--- config.mk ---
export PLATFORM = sky130hd
export DESIGN_NAME = address_calc_unit
export DESIGN_NICKNAME = d
export VERILOG_FILES = /design/src/address_calc_unit_pkg.sv /design/src/address_alu_calc.sv /design/src/address_calc_unit.sv
export VERILOG_INCLUDE_DIRS = /design/src
export SDC_FILE = /design/constraint.sdc
export NUM_CORES = 2
export LEC_CHECK = 0
export ABC_CLOCK_PERIOD_IN_PS = 21600
export BUFFER_PORTS_ARGS = -buffer_cell sky130_fd_sc_hd__buf_4
export CAP_MARGIN = 10
export CORE_MARGIN = 4
export CORE_UTILIZATION = 65
export CTS_CLUSTER_SIZE = 24
export DETAILED_ROUTE_END_ITERATION = 12
export PLACE_DENSITY = 0.88
export SLEW_MARGIN = 20
export SYNTH_ARGS = -nofsm -noshare
export SYNTH_HDL_FRONTEND = slang
export SYNTH_HIERARCHICAL = 1
export SYNTH_SLANG_ARGS = --single-unit
--- constraint.sdc ---
create_clock -name ref_clk_i -period 21.6 [get_ports ref_clk_i]
set_input_delay 1.08 -clock ref_clk_i [delete_from_list [all_inputs] [get_ports ref_clk_i]]
set_output_delay 1.08 -clock ref_clk_i [all_outputs]
set_load 0.005 [all_outputs]
--- src/address_calc_unit_map.svh ---
`ifndef ADDRESS_CALC_UNIT_MAP_SVH
`define ADDRESS_CALC_UNIT_MAP_SVH

// ****************************************************************
// Datapath geometry
// ****************************************************************
`define ACU_ADDR_W 24
`define ACU_HALVES 2
`define ACU_SETS 4
`define ACU_SEL_W 2

// ****************************************************************
// Reset values of the register triplets
// ****************************************************************
`define ACU_ADDR_RST 24'h000000
`define ACU_OFF_RST 24'h000000
`define ACU_MOD_RST 24'hffffff

// ****************************************************************
// Modifier encodings
// ****************************************************************
`define ACU_MOD_LINEAR 24'hffffff
`define ACU_MOD_REVERSE 24'h000000
`define ACU_MOD_KIND_HI 23
`define ACU_MOD_KIND_LO 16
`define ACU_MOD_MWRAP_BIT 15
`define ACU_MOD_MWRAP_MASK 24'h007fff

// ****************************************************************
// Fixed increments
// ****************************************************************
`define ACU_STEP_UP 24'h000001
`define ACU_STEP_DOWN 24'hffffff

`endif

--- src/address_calc_unit_pkg.sv ---
`include "address_calc_unit_map.svh"

package address_calc_unit_pkg;

    typedef logic [`ACU_ADDR_W-1:0] word_t;
    typedef logic [`ACU_SEL_W-1:0] sel_t;

    typedef enum logic [1:0] {
        ARITH_LINEAR,
        ARITH_MODULO,
        ARITH_MULTI_WRAP,
        ARITH_REVERSE
    } arith_e;

    typedef enum logic [3:0] {
        OP_NONE,
        OP_NO_UPDATE,
        OP_POST_INC,
        OP_POST_DEC,
        OP_POST_ADD_OFF,
        OP_POST_SUB_OFF,
        OP_PRE_DEC,
        OP_INDEXED,
        OP_WR_ADDR,
        OP_WR_OFF,
        OP_WR_MOD,
        OP_RD_ADDR,
        OP_RD_OFF,
        OP_RD_MOD
    } acu_op_e;

    typedef struct packed {
        logic valid;
        acu_op_e op;
        sel_t sel;
        word_t data;
    } acu_req_s;

    typedef struct packed {
        logic valid;
        word_t addr;
    } acu_bus_s;

    typedef struct packed {
        logic valid;
        word_t data;
    } acu_rd_s;

endpackage : address_calc_unit_pkg

--- src/address_alu_calc.sv ---
`timescale 1ns/10ps
`default_nettype none

`include "address_calc_unit_map.svh"

module address_alu_calc (
    input wire logic [23:0] addr_i,
    input wire logic [23:0] operand_i,
    input wire logic [23:0] mod_i,
    output logic [23:0] next_addr_o,
    output address_calc_unit_pkg::arith_e mode_o
);
    import address_calc_unit_pkg::*;

    // ****************************************************************
    // Helpers
    // ****************************************************************
    function automatic word_t rev(input word_t v);
        word_t r;
        r = '0;
        for (int i = 0; i < `ACU_ADDR_W; i++) begin
            r[i] = v[`ACU_ADDR_W-1-i];
        end
        return r;
    endfunction : rev

    // Ones from the top set bit of the modulus downward give the buffer base mask.
    function automatic word_t smear(input word_t v);
        word_t r;
        r = v;
        for (int i = 1; i < `ACU_ADDR_W; i = i * 2) begin
            r = r | (r >> i);
        end
        return r;
    endfunction : smear

    word_t off_sum;
    word_t rev_sum;
    word_t mod_sum;
    word_t mod_term;
    word_t mask;
    word_t base;
    word_t upper;
    word_t wrap_mask;
    arith_e mode;

    // ****************************************************************
    // Modifier decode
    // ****************************************************************
    always_comb begin
        if (mod_i == `ACU_MOD_LINEAR) begin
            mode = ARITH_LINEAR;
        end else if (mod_i == `ACU_MOD_REVERSE) begin
            mode = ARITH_REVERSE;
        end else if (mod_i[`ACU_MOD_KIND_HI:`ACU_MOD_KIND_LO] != '0) begin
            mode = ARITH_LINEAR;
        end else if (mod_i[`ACU_MOD_MWRAP_BIT]) begin
            mode = ARITH_MULTI_WRAP;
        end else begin
            mode = ARITH_MODULO;
        end
    end

    // ****************************************************************
    // Adders and result selection
    // ****************************************************************
    always_comb begin
        off_sum = addr_i + operand_i;
        // The reverse-carry adder shares inputs; its carry runs top to bottom.
        rev_sum = rev(rev(addr_i) + rev(operand_i));
        mask = smear(mod_i);
        base = addr_i & ~mask;
        upper = base + mod_i;
        // Only one wrap is applied, so a step larger than the buffer is not folded fully.
        if (!operand_i[`ACU_ADDR_W-1] && off_sum > upper) begin
            mod_term = ~mod_i;
        end else if (operand_i[`ACU_ADDR_W-1] && off_sum < base) begin
            mod_term = mod_i + `ACU_STEP_UP;
        end else begin
            mod_term = '0;
        end
        mod_sum = off_sum + mod_term;
        wrap_mask = mod_i & `ACU_MOD_MWRAP_MASK;
        case (mode)
            ARITH_MODULO: next_addr_o = mod_sum;
            ARITH_MULTI_WRAP: next_addr_o = (addr_i & ~wrap_mask) | (off_sum & wrap_mask);
            ARITH_REVERSE: next_addr_o = rev_sum;
            default: next_addr_o = off_sum;
        endcase
        mode_o = mode;
    end

endmodule : address_alu_calc

`default_nettype wire

--- src/address_calc_unit.sv ---
// Function
// - two identical ALUs, four register triplets each
// - linear, modulo, multi-wrap and reverse-carry arithmetic
// - 24-bit offset adder sums address and operand
// - modulo adder adds offset sum and plus or minus (modulus + 1) on a wrap
// - reverse-carry adder in parallel, carry downward
// - selector picks one adder result
// - one register update per ALU per cycle
// - modifier register value decodes the arithmetic

`timescale 1ns/10ps
`default_nettype none

`include "address_calc_unit_map.svh"

module address_calc_unit (
    input wire logic ref_clk_i,
    input wire logic nrst_i,
    input wire address_calc_unit_pkg::acu_req_s [1:0] req_i,
    output address_calc_unit_pkg::acu_bus_s [1:0] bus_o,
    output address_calc_unit_pkg::acu_rd_s [1:0] rd_o,
    output address_calc_unit_pkg::arith_e [1:0] mode_o,
    output logic [1:0] updated_o
);
    import address_calc_unit_pkg::*;

    // ****************************************************************
    // Register triplets
    // ****************************************************************
    word_t triplet_addr [`ACU_HALVES][`ACU_SETS];
    word_t triplet_off [`ACU_HALVES][`ACU_SETS];
    word_t triplet_mod [`ACU_HALVES][`ACU_SETS];
    word_t next_addr [`ACU_HALVES][`ACU_SETS];
    word_t next_off [`ACU_HALVES][`ACU_SETS];
    word_t next_mod [`ACU_HALVES][`ACU_SETS];

    acu_bus_s [1:0] bus;
    acu_bus_s [1:0] next_bus;
    acu_rd_s [1:0] rd;
    acu_rd_s [1:0] next_rd;
    arith_e [1:0] mode;
    arith_e [1:0] next_mode;
    logic [1:0] updated;
    logic [1:0] next_updated;

    word_t cur_addr [`ACU_HALVES];
    word_t cur_off [`ACU_HALVES];
    word_t cur_mod [`ACU_HALVES];
    word_t operand [`ACU_HALVES];
    word_t calc_addr [`ACU_HALVES];
    arith_e calc_mode [`ACU_HALVES];

    // ****************************************************************
    // Operand choice
    // ****************************************************************
    // Both decrements use the same step; only the address put on the bus differs.
    function automatic word_t pick_operand(input acu_op_e op, input word_t off);
        word_t r;
        case (op)
            OP_POST_INC: r = `ACU_STEP_UP;
            OP_POST_DEC: r = `ACU_STEP_DOWN;
            OP_PRE_DEC: r = `ACU_STEP_DOWN;
            OP_POST_ADD_OFF: r = off;
            OP_INDEXED: r = off;
            OP_POST_SUB_OFF: r = ~off + `ACU_STEP_UP;
            default: r = '0;
        endcase
        return r;
    endfunction : pick_operand

    // Tells whether an operation writes its computed address back.
    function automatic logic writes_back(input acu_op_e op);
        logic r;
        case (op)
            OP_POST_INC: r = 1'b1;
            OP_POST_DEC: r = 1'b1;
            OP_POST_ADD_OFF: r = 1'b1;
            OP_POST_SUB_OFF: r = 1'b1;
            OP_PRE_DEC: r = 1'b1;
            default: r = 1'b0;
        endcase
        return r;
    endfunction : writes_back

    // ****************************************************************
    // Two address ALUs
    // ****************************************************************
    generate
        for (genvar h = 0; h < `ACU_HALVES; h++) begin : g_half
            // The request picks the triplet, so a write is seen by the very next request.
            always_comb begin
                cur_addr[h] = triplet_addr[h][req_i[h].sel];
                cur_off[h] = triplet_off[h][req_i[h].sel];
                cur_mod[h] = triplet_mod[h][req_i[h].sel];
                operand[h] = pick_operand(req_i[h].op, cur_off[h]);
            end

            address_alu_calc u_calc (
                .addr_i(cur_addr[h]),
                .operand_i(operand[h]),
                .mod_i(cur_mod[h]),
                .next_addr_o(calc_addr[h]),
                .mode_o(calc_mode[h])
            );
        end
    endgenerate

    // ****************************************************************
    // Next-state computation
    // ****************************************************************
    always_comb begin
        next_addr = triplet_addr;
        next_off = triplet_off;
        next_mod = triplet_mod;
        next_mode = mode;
        for (int h = 0; h < `ACU_HALVES; h++) begin
            next_bus[h] = '0;
            next_rd[h] = '0;
            next_updated[h] = 1'b0;
            // Each half takes one request, so at most one of its triplets changes.
            if (req_i[h].valid) begin
                case (req_i[h].op)
                    OP_NO_UPDATE: begin
                        next_bus[h].valid = 1'b1;
                        next_bus[h].addr = cur_addr[h];
                    end
                    OP_POST_INC, OP_POST_DEC, OP_POST_ADD_OFF, OP_POST_SUB_OFF: begin
                        next_bus[h].valid = 1'b1;
                        next_bus[h].addr = cur_addr[h];
                    end
                    OP_PRE_DEC, OP_INDEXED: begin
                        next_bus[h].valid = 1'b1;
                        next_bus[h].addr = calc_addr[h];
                    end
                    OP_WR_ADDR: begin
                        next_addr[h][req_i[h].sel] = req_i[h].data;
                    end
                    OP_WR_OFF: begin
                        next_off[h][req_i[h].sel] = req_i[h].data;
                    end
                    OP_WR_MOD: begin
                        next_mod[h][req_i[h].sel] = req_i[h].data;
                    end
                    OP_RD_ADDR: begin
                        next_rd[h].valid = 1'b1;
                        next_rd[h].data = cur_addr[h];
                    end
                    OP_RD_OFF: begin
                        next_rd[h].valid = 1'b1;
                        next_rd[h].data = cur_off[h];
                    end
                    OP_RD_MOD: begin
                        next_rd[h].valid = 1'b1;
                        next_rd[h].data = cur_mod[h];
                    end
                    default: begin
                        next_bus[h] = '0;
                    end
                endcase
                if (writes_back(req_i[h].op)) begin
                    next_addr[h][req_i[h].sel] = calc_addr[h];
                    next_updated[h] = 1'b1;
                end
                if (writes_back(req_i[h].op) || req_i[h].op == OP_INDEXED) begin
                    next_mode[h] = calc_mode[h];
                end
            end
        end
    end

    // ****************************************************************
    // State registers
    // ****************************************************************
    // Triplets leave reset as linear pointers at address zero.
    always_ff @(posedge ref_clk_i or negedge nrst_i) begin
        if (!nrst_i) begin
            for (int h = 0; h < `ACU_HALVES; h++) begin
                for (int s = 0; s < `ACU_SETS; s++) begin
                    triplet_addr[h][s] <= `ACU_ADDR_RST;
                    triplet_off[h][s] <= `ACU_OFF_RST;
                    triplet_mod[h][s] <= `ACU_MOD_RST;
                end
            end
        end else begin
            triplet_addr <= next_addr;
            triplet_off <= next_off;
            triplet_mod <= next_mod;
        end
    end

    // ****************************************************************
    // Output registers
    // ****************************************************************
    // Every port comes from here, so the address buses never see adder glitches.
    always_ff @(posedge ref_clk_i or negedge nrst_i) begin
        if (!nrst_i) begin
            for (int h = 0; h < `ACU_HALVES; h++) begin
                mode[h] <= ARITH_LINEAR;
            end
            bus <= '0;
            rd <= '0;
            updated <= '0;
        end else begin
            bus <= next_bus;
            rd <= next_rd;
            mode <= next_mode;
            updated <= next_updated;
        end
    end

    // ****************************************************************
    // Outputs
    // ****************************************************************
    assign bus_o = bus;
    assign rd_o = rd;
    assign mode_o = mode;
    assign updated_o = updated;

endmodule : address_calc_unit

`default_nettype wire

After elaboration in Yosys (flattened, before gate mapping)

Index checks and enable logic that the tools add are counted.

Mux-type cells: 68
Bitwise operators: 28
Equal/unequal tests: 34
Reduce and logical (&&, ||, !) cells: 30
Add/subtract/negate cells: 12
$lt $le $gt $ge: 8

Operators by type and width:

| operator                                                         | number |
|---|---|
| 96-bit bitwise mux                                               | 8 |
| 96-bit 2-to-1 mux                                                | 6 |
| 24-bit 2-to-1 mux                                                | 18 |
| 24-bit binary-select mux with 2-bit select                       | 6 |
| 24-bit adder                                                     | 8 |
| 24-bit case mux with 4 select lines                              | 2 |
| 25-bit case mux with 3 select lines                              | 2 |
| 24-bit NOT                                                       | 6 |
| 24-bit case mux with 3 select lines                              | 2 |
| 25-bit 2-to-1 mux                                                | 4 |
| 25-bit case mux with 2 select lines                              | 2 |
| 24-bit by 1-bit adder with 24-bit output (second input constant) | 4 |
| 24-bit AND                                                       | 4 |
| 24-bit demux with 2-bit select                                   | 2 |
| 24-bit by 15-bit AND with 24-bit output                          | 2 |
| 24-bit equality test (second input constant)                     | 2 |
| 4-bit equality test (second input constant)                      | 12 |
| 24-bit > comparator                                              | 2 |
| 24-bit logical NOT                                               | 2 |
| 24-bit < comparator                                              | 2 |
| 15-bit NOT with 24-bit output                                    | 2 |
| 24-bit by 16-bit OR with 24-bit output                           | 2 |
| 24-bit by 20-bit OR with 24-bit output                           | 2 |
| 24-bit by 22-bit OR with 24-bit output                           | 2 |
| other kinds (20)                                                 | 76 |

Word-level logic and storage cells: 215
Register bits: 682

Logic depth before layout (Yosys ltp)

Depth after elaboration: 19
Mapped depth: 52
Mapped depth without buffers: 44

By module

The synthesis kept the hierarchy.

By module, submodules not included:

| module                               | times used | seq. area each (sq um) | area an instance (sq um) | cells an instance |
|---|---|---|---|---|
| address_calc_unit                    | 1          | 17306.6                | 32687.6                  | 2657 |
| address_alu_calc at g_half[1].u_calc | 1          | 0.0                    | 6780.3                   | 1019 |
| address_alu_calc at g_half[0].u_calc | 1          | 0.0                    | 6566.3                   | 988 |

Least setup slack after synthesis

Ideal clock, no wire load.

Kind: input-to-reg
From: in req_i[25] in the netlist's numbering
To: reg triplet_addr[140] in the netlist's numbering
Path buffers: 5
Slack: 10016 ps
Data required time: 21523 ps
Setup time: 77 ps
Arrival time: 11506 ps
Stages: 47
Cells stage by stage: buf_2 buf_2 buf_1 clkbuf_1 mux4_2 or4_1 or3_1 or4_4 nor4_1 nand3_1 inv_1 ha_1 a211o_1 a2111oi_0 nor3_1 nor4_1 a21oi_1 a211o_1 [... 11 more ...] nor2_2 clkbuf_1 nor2_1 ha_1 inv_1 fa_1 nor2b_1 o21ai_0 o22ai_1 o41ai_1 o221ai_1 a41oi_1 nor2b_1 xnor2_1 nand2_1 a31oi_1 o22ai_1 a21oi_1

RTL lines:

| element                       | line                     | source |
|---|---|---|
| start, declared               | address_calc_unit.sv:19  | `input wire address_calc_unit_pkg::acu_req_s [1:0] req_i,` |
| end signal, assigned by index | address_calc_unit.sv:179 | `` triplet_addr[h][s] <= `ACU_ADDR_RST; `` |
| end signal, assigned          | address_calc_unit.sv:185 | `triplet_addr <= next_addr;` |
| end, declared                 | address_calc_unit.sv:30  | `` word_t triplet_addr [`ACU_HALVES][`ACU_SETS]; `` |

==> impl_metrics.ini <==
[die]
row_count = 97
die_h_um = 274
fp.coreArea_um2 = 70100
start_util = 0.656
die_x_um = 274
ios = 170
fp.dieArea_um2 = 75100

[worst_hold_path]
whs_endpoint = triplet_off[88]
min_path_cells = 1
hp-class = reg2reg
worstHoldStart = triplet_off[88]

[sta]
tightest_slew_ns = 1.26
maxSlewHeadroom = 0.154
finalWorstSetupSlack_ns = 7.43
period_share = 0.656
slew_viol_final = 0
rsz0062_at_grt = no
finalSetupViolCount = 0
period_needed_ns = 14.17
hold_ws_ns = 0.500
clock.fmax_ghz = 0.0706
hold_viol = 0
skew_ns = 0.0597
tns_ns = 0

[final_layout]
final_util = 0.717
area_growth_pct = 9.21
final_nets = 4947
drive_gt1_frac = 0.243

[drt]
drtAntennaViolNets = 0
drt-initial-drc-count = 6765
vias = 41327
drc = 0
drt_wl_total_um = 156000
drt-wirelength-per-cell_um = 27.6
via_per_inst = 7.32
dr.pass1.iters = 9

[synthesis]
async_reset_ff_frac = 1.00
synth_compound_area_frac = 0.171
synth_top_family_by_area = multiplexers
synthMuxAreaShare = 0.183
synthesis.area_um2 = 46000
synth_fa_ha_area_frac = 0.0687
synthesis.nets = 4976
synth.distinct_cells = 96
synth_simple_gate_area_frac = 0.119
synth-xor-area-share = 0.0411
ys.flop_type = dfrtp_1
synth_cells = 4664
synth-seq-area-share = 0.376
syn-mean-instance-area_um2 = 9.87
synth_edf_count = 0
yosys_register_bits = 682
ys_warn_count = 6

[status]
status = finished clean

[global_routing]
antenna_found_initial = 11
grt_start_max_net_pins = 179
overflow = 0
grt_pass1_vias = 39995
grt_pass1_wl_um = 234000
grt_usage = 0.402

[clocking]
cts_root_buffer = clkbuf_16
cts_buffers = 72
hold_buffers = 0
htree_levels = 3
cts_resized = 0
clock_latency_ns = 0.66
cts_tree = built
clk_path_buf_depth = 3
cts_setup_buffers = 0
path_clk_slew_ns = 0.06
clkSinkCount = 682

[worst_setup_path]
crit_type = in2reg
timing.rr.start = triplet_mod[116]
crit_path_start_kind = input pin
cp_slowest_stage_delay_ns = 0.83
r2r_cells = 44
worstPathRequired_ns = 22.16
path_max_fanout = 38
r2r_setup_slack_ns = 8.68
cp.arrival_ns = 14.73
r2r-end = triplet_addr[140]
cp_slowest_cell = o41ai_1
crit_path_end_kind = register

[placement]
dp_hpwl_um = 105000
io_buffers = 169
gp_congestion = 0.987
dpl_worst_slack_ns = 7.18

[power]
p_total_mw = 8.46
p_leak_nw = 22.2
ir_drop_mv = 0.116
power.density_nw_per_um2 = 168

[flow_run]
drv_cap = 0
[worst max-delay path by stage]
| stage | start | endpoint | depth (start not counted) |
|---|---|---|---|
| after floorplan | req_i[25] | triplet_addr[140] | 47 |
| after global placement | req_i[24] | triplet_addr[116] | 46 |
| after detailed placement | req_i[24] | triplet_addr[140] | 46 |
| after CTS | req_i[24] | triplet_addr[188] | 46 |
| after global routing | req_i[24] | triplet_addr[140] | 46 |
| final | req_i[24] | triplet_addr[140] | 46 |
[cells in the final DEF, fill, tap and decap left out, types with 48 or more instances in the layout]
master	count
nor2_1	526
a21oi_1	494
dfrtp_1	490
mux2_2	395
ha_1	240
buf_4	228
nand2_1	214
o22ai_1	208
dfstp_2	192
o21ai_0	162
mux4_2	132
inv_1	125
xnor2_1	125
xor2_1	91
a21o_1	86
nand3_1	73
clkbuf_16	73
mux2i_1	70
a22oi_1	57
nor3_1	48
[power by group]
group,switching [mW],total (mW),internal (mW)
registers,0.195,1.81,1.62
logic,3.35,5.35,2.00
clock network,0.568,1.30,0.734
total,4.11,8.46,4.35
[stage by stage]
stage | cells | cell area, µm²
after global placement | 5500 | 47700
after CTS | 5634 | 50200
after floorplan | 4664 | 46000
final | 5646 | 50300
after global routing | 5646 | 50300
after detailed placement | 5500 | 47700
[cell usage after synthesis, drive strengths merged, types with 16 or more instances]
cell	n	area (µm²)
nand3	74	375
and2	16	100
a221oi	16	146
a31oi	35	219
a221o	18	180
clkbuf	256	961
nor2b	28	175
mux4	144	3290
mux2	395	4450
nor3	56	317
dfstp	192	5040
nand4	32	206
buf	80	429
ha	240	3000
or2	21	131
a22oi	57	428
a21o	86	646
a211oi	21	163
mux2i	70	701
and3	30	188
a211o	18	158
o22ai	208	1300
inv	128	480
xnor2	125	1090
o21a	26	195
or3	19	119
nor4	32	309
nand2b	39	244
nand2	215	815
xor2	91	797
a21oi	503	2530
dfrtp	490	12300
nand3b	25	188
nor2	539	2030
o21ai	174	871
o21bai	24	180
[logic make-up after synthesis]
| kind of cell | Yosys count |
|---|---|
| buf+inv | 464 |
| xor+xnor | 216 |
| mux | 609 |
| flops | 682 |
| simple gates | 1159 |
| compound gates | 1286 |
| fa+ha+maj | 248 |
[per-layer routing]
layer,global-route usage,share of wire
met1,0.539,0.37
met2,0.569,0.42
met3,0.171,0.16
met4,0.180,0.054
met5,0,0
[cell type report]
type,instances,area (µm²)
inverter,128,480
timing repair buffer,233,1790
fill,4776,19900
multi-input combinational,3518,27000
sequential,682,17300
clock buffer,111,2100
clock inverter,23,383
tap,940,1180
antenna,11,27.5
[state kept, by name, summed over array words and instances (netlist names)]
name,cells
mode_o,4
bus_o,50
triplet_off,192
rd_o,50
triplet_addr,192
triplet_mod,192
updated_o,2
[worst max-delay path: cells and delay by family]
family          cells  cell delay [ns]
buf+inv             6             1.68
compound gates     15             5.05
simple gates       18             4.82
xor+xnor            2             0.28
mux                 1             0.72
fa+ha+maj           4             1.03
(Power assumes the default switching activity.)
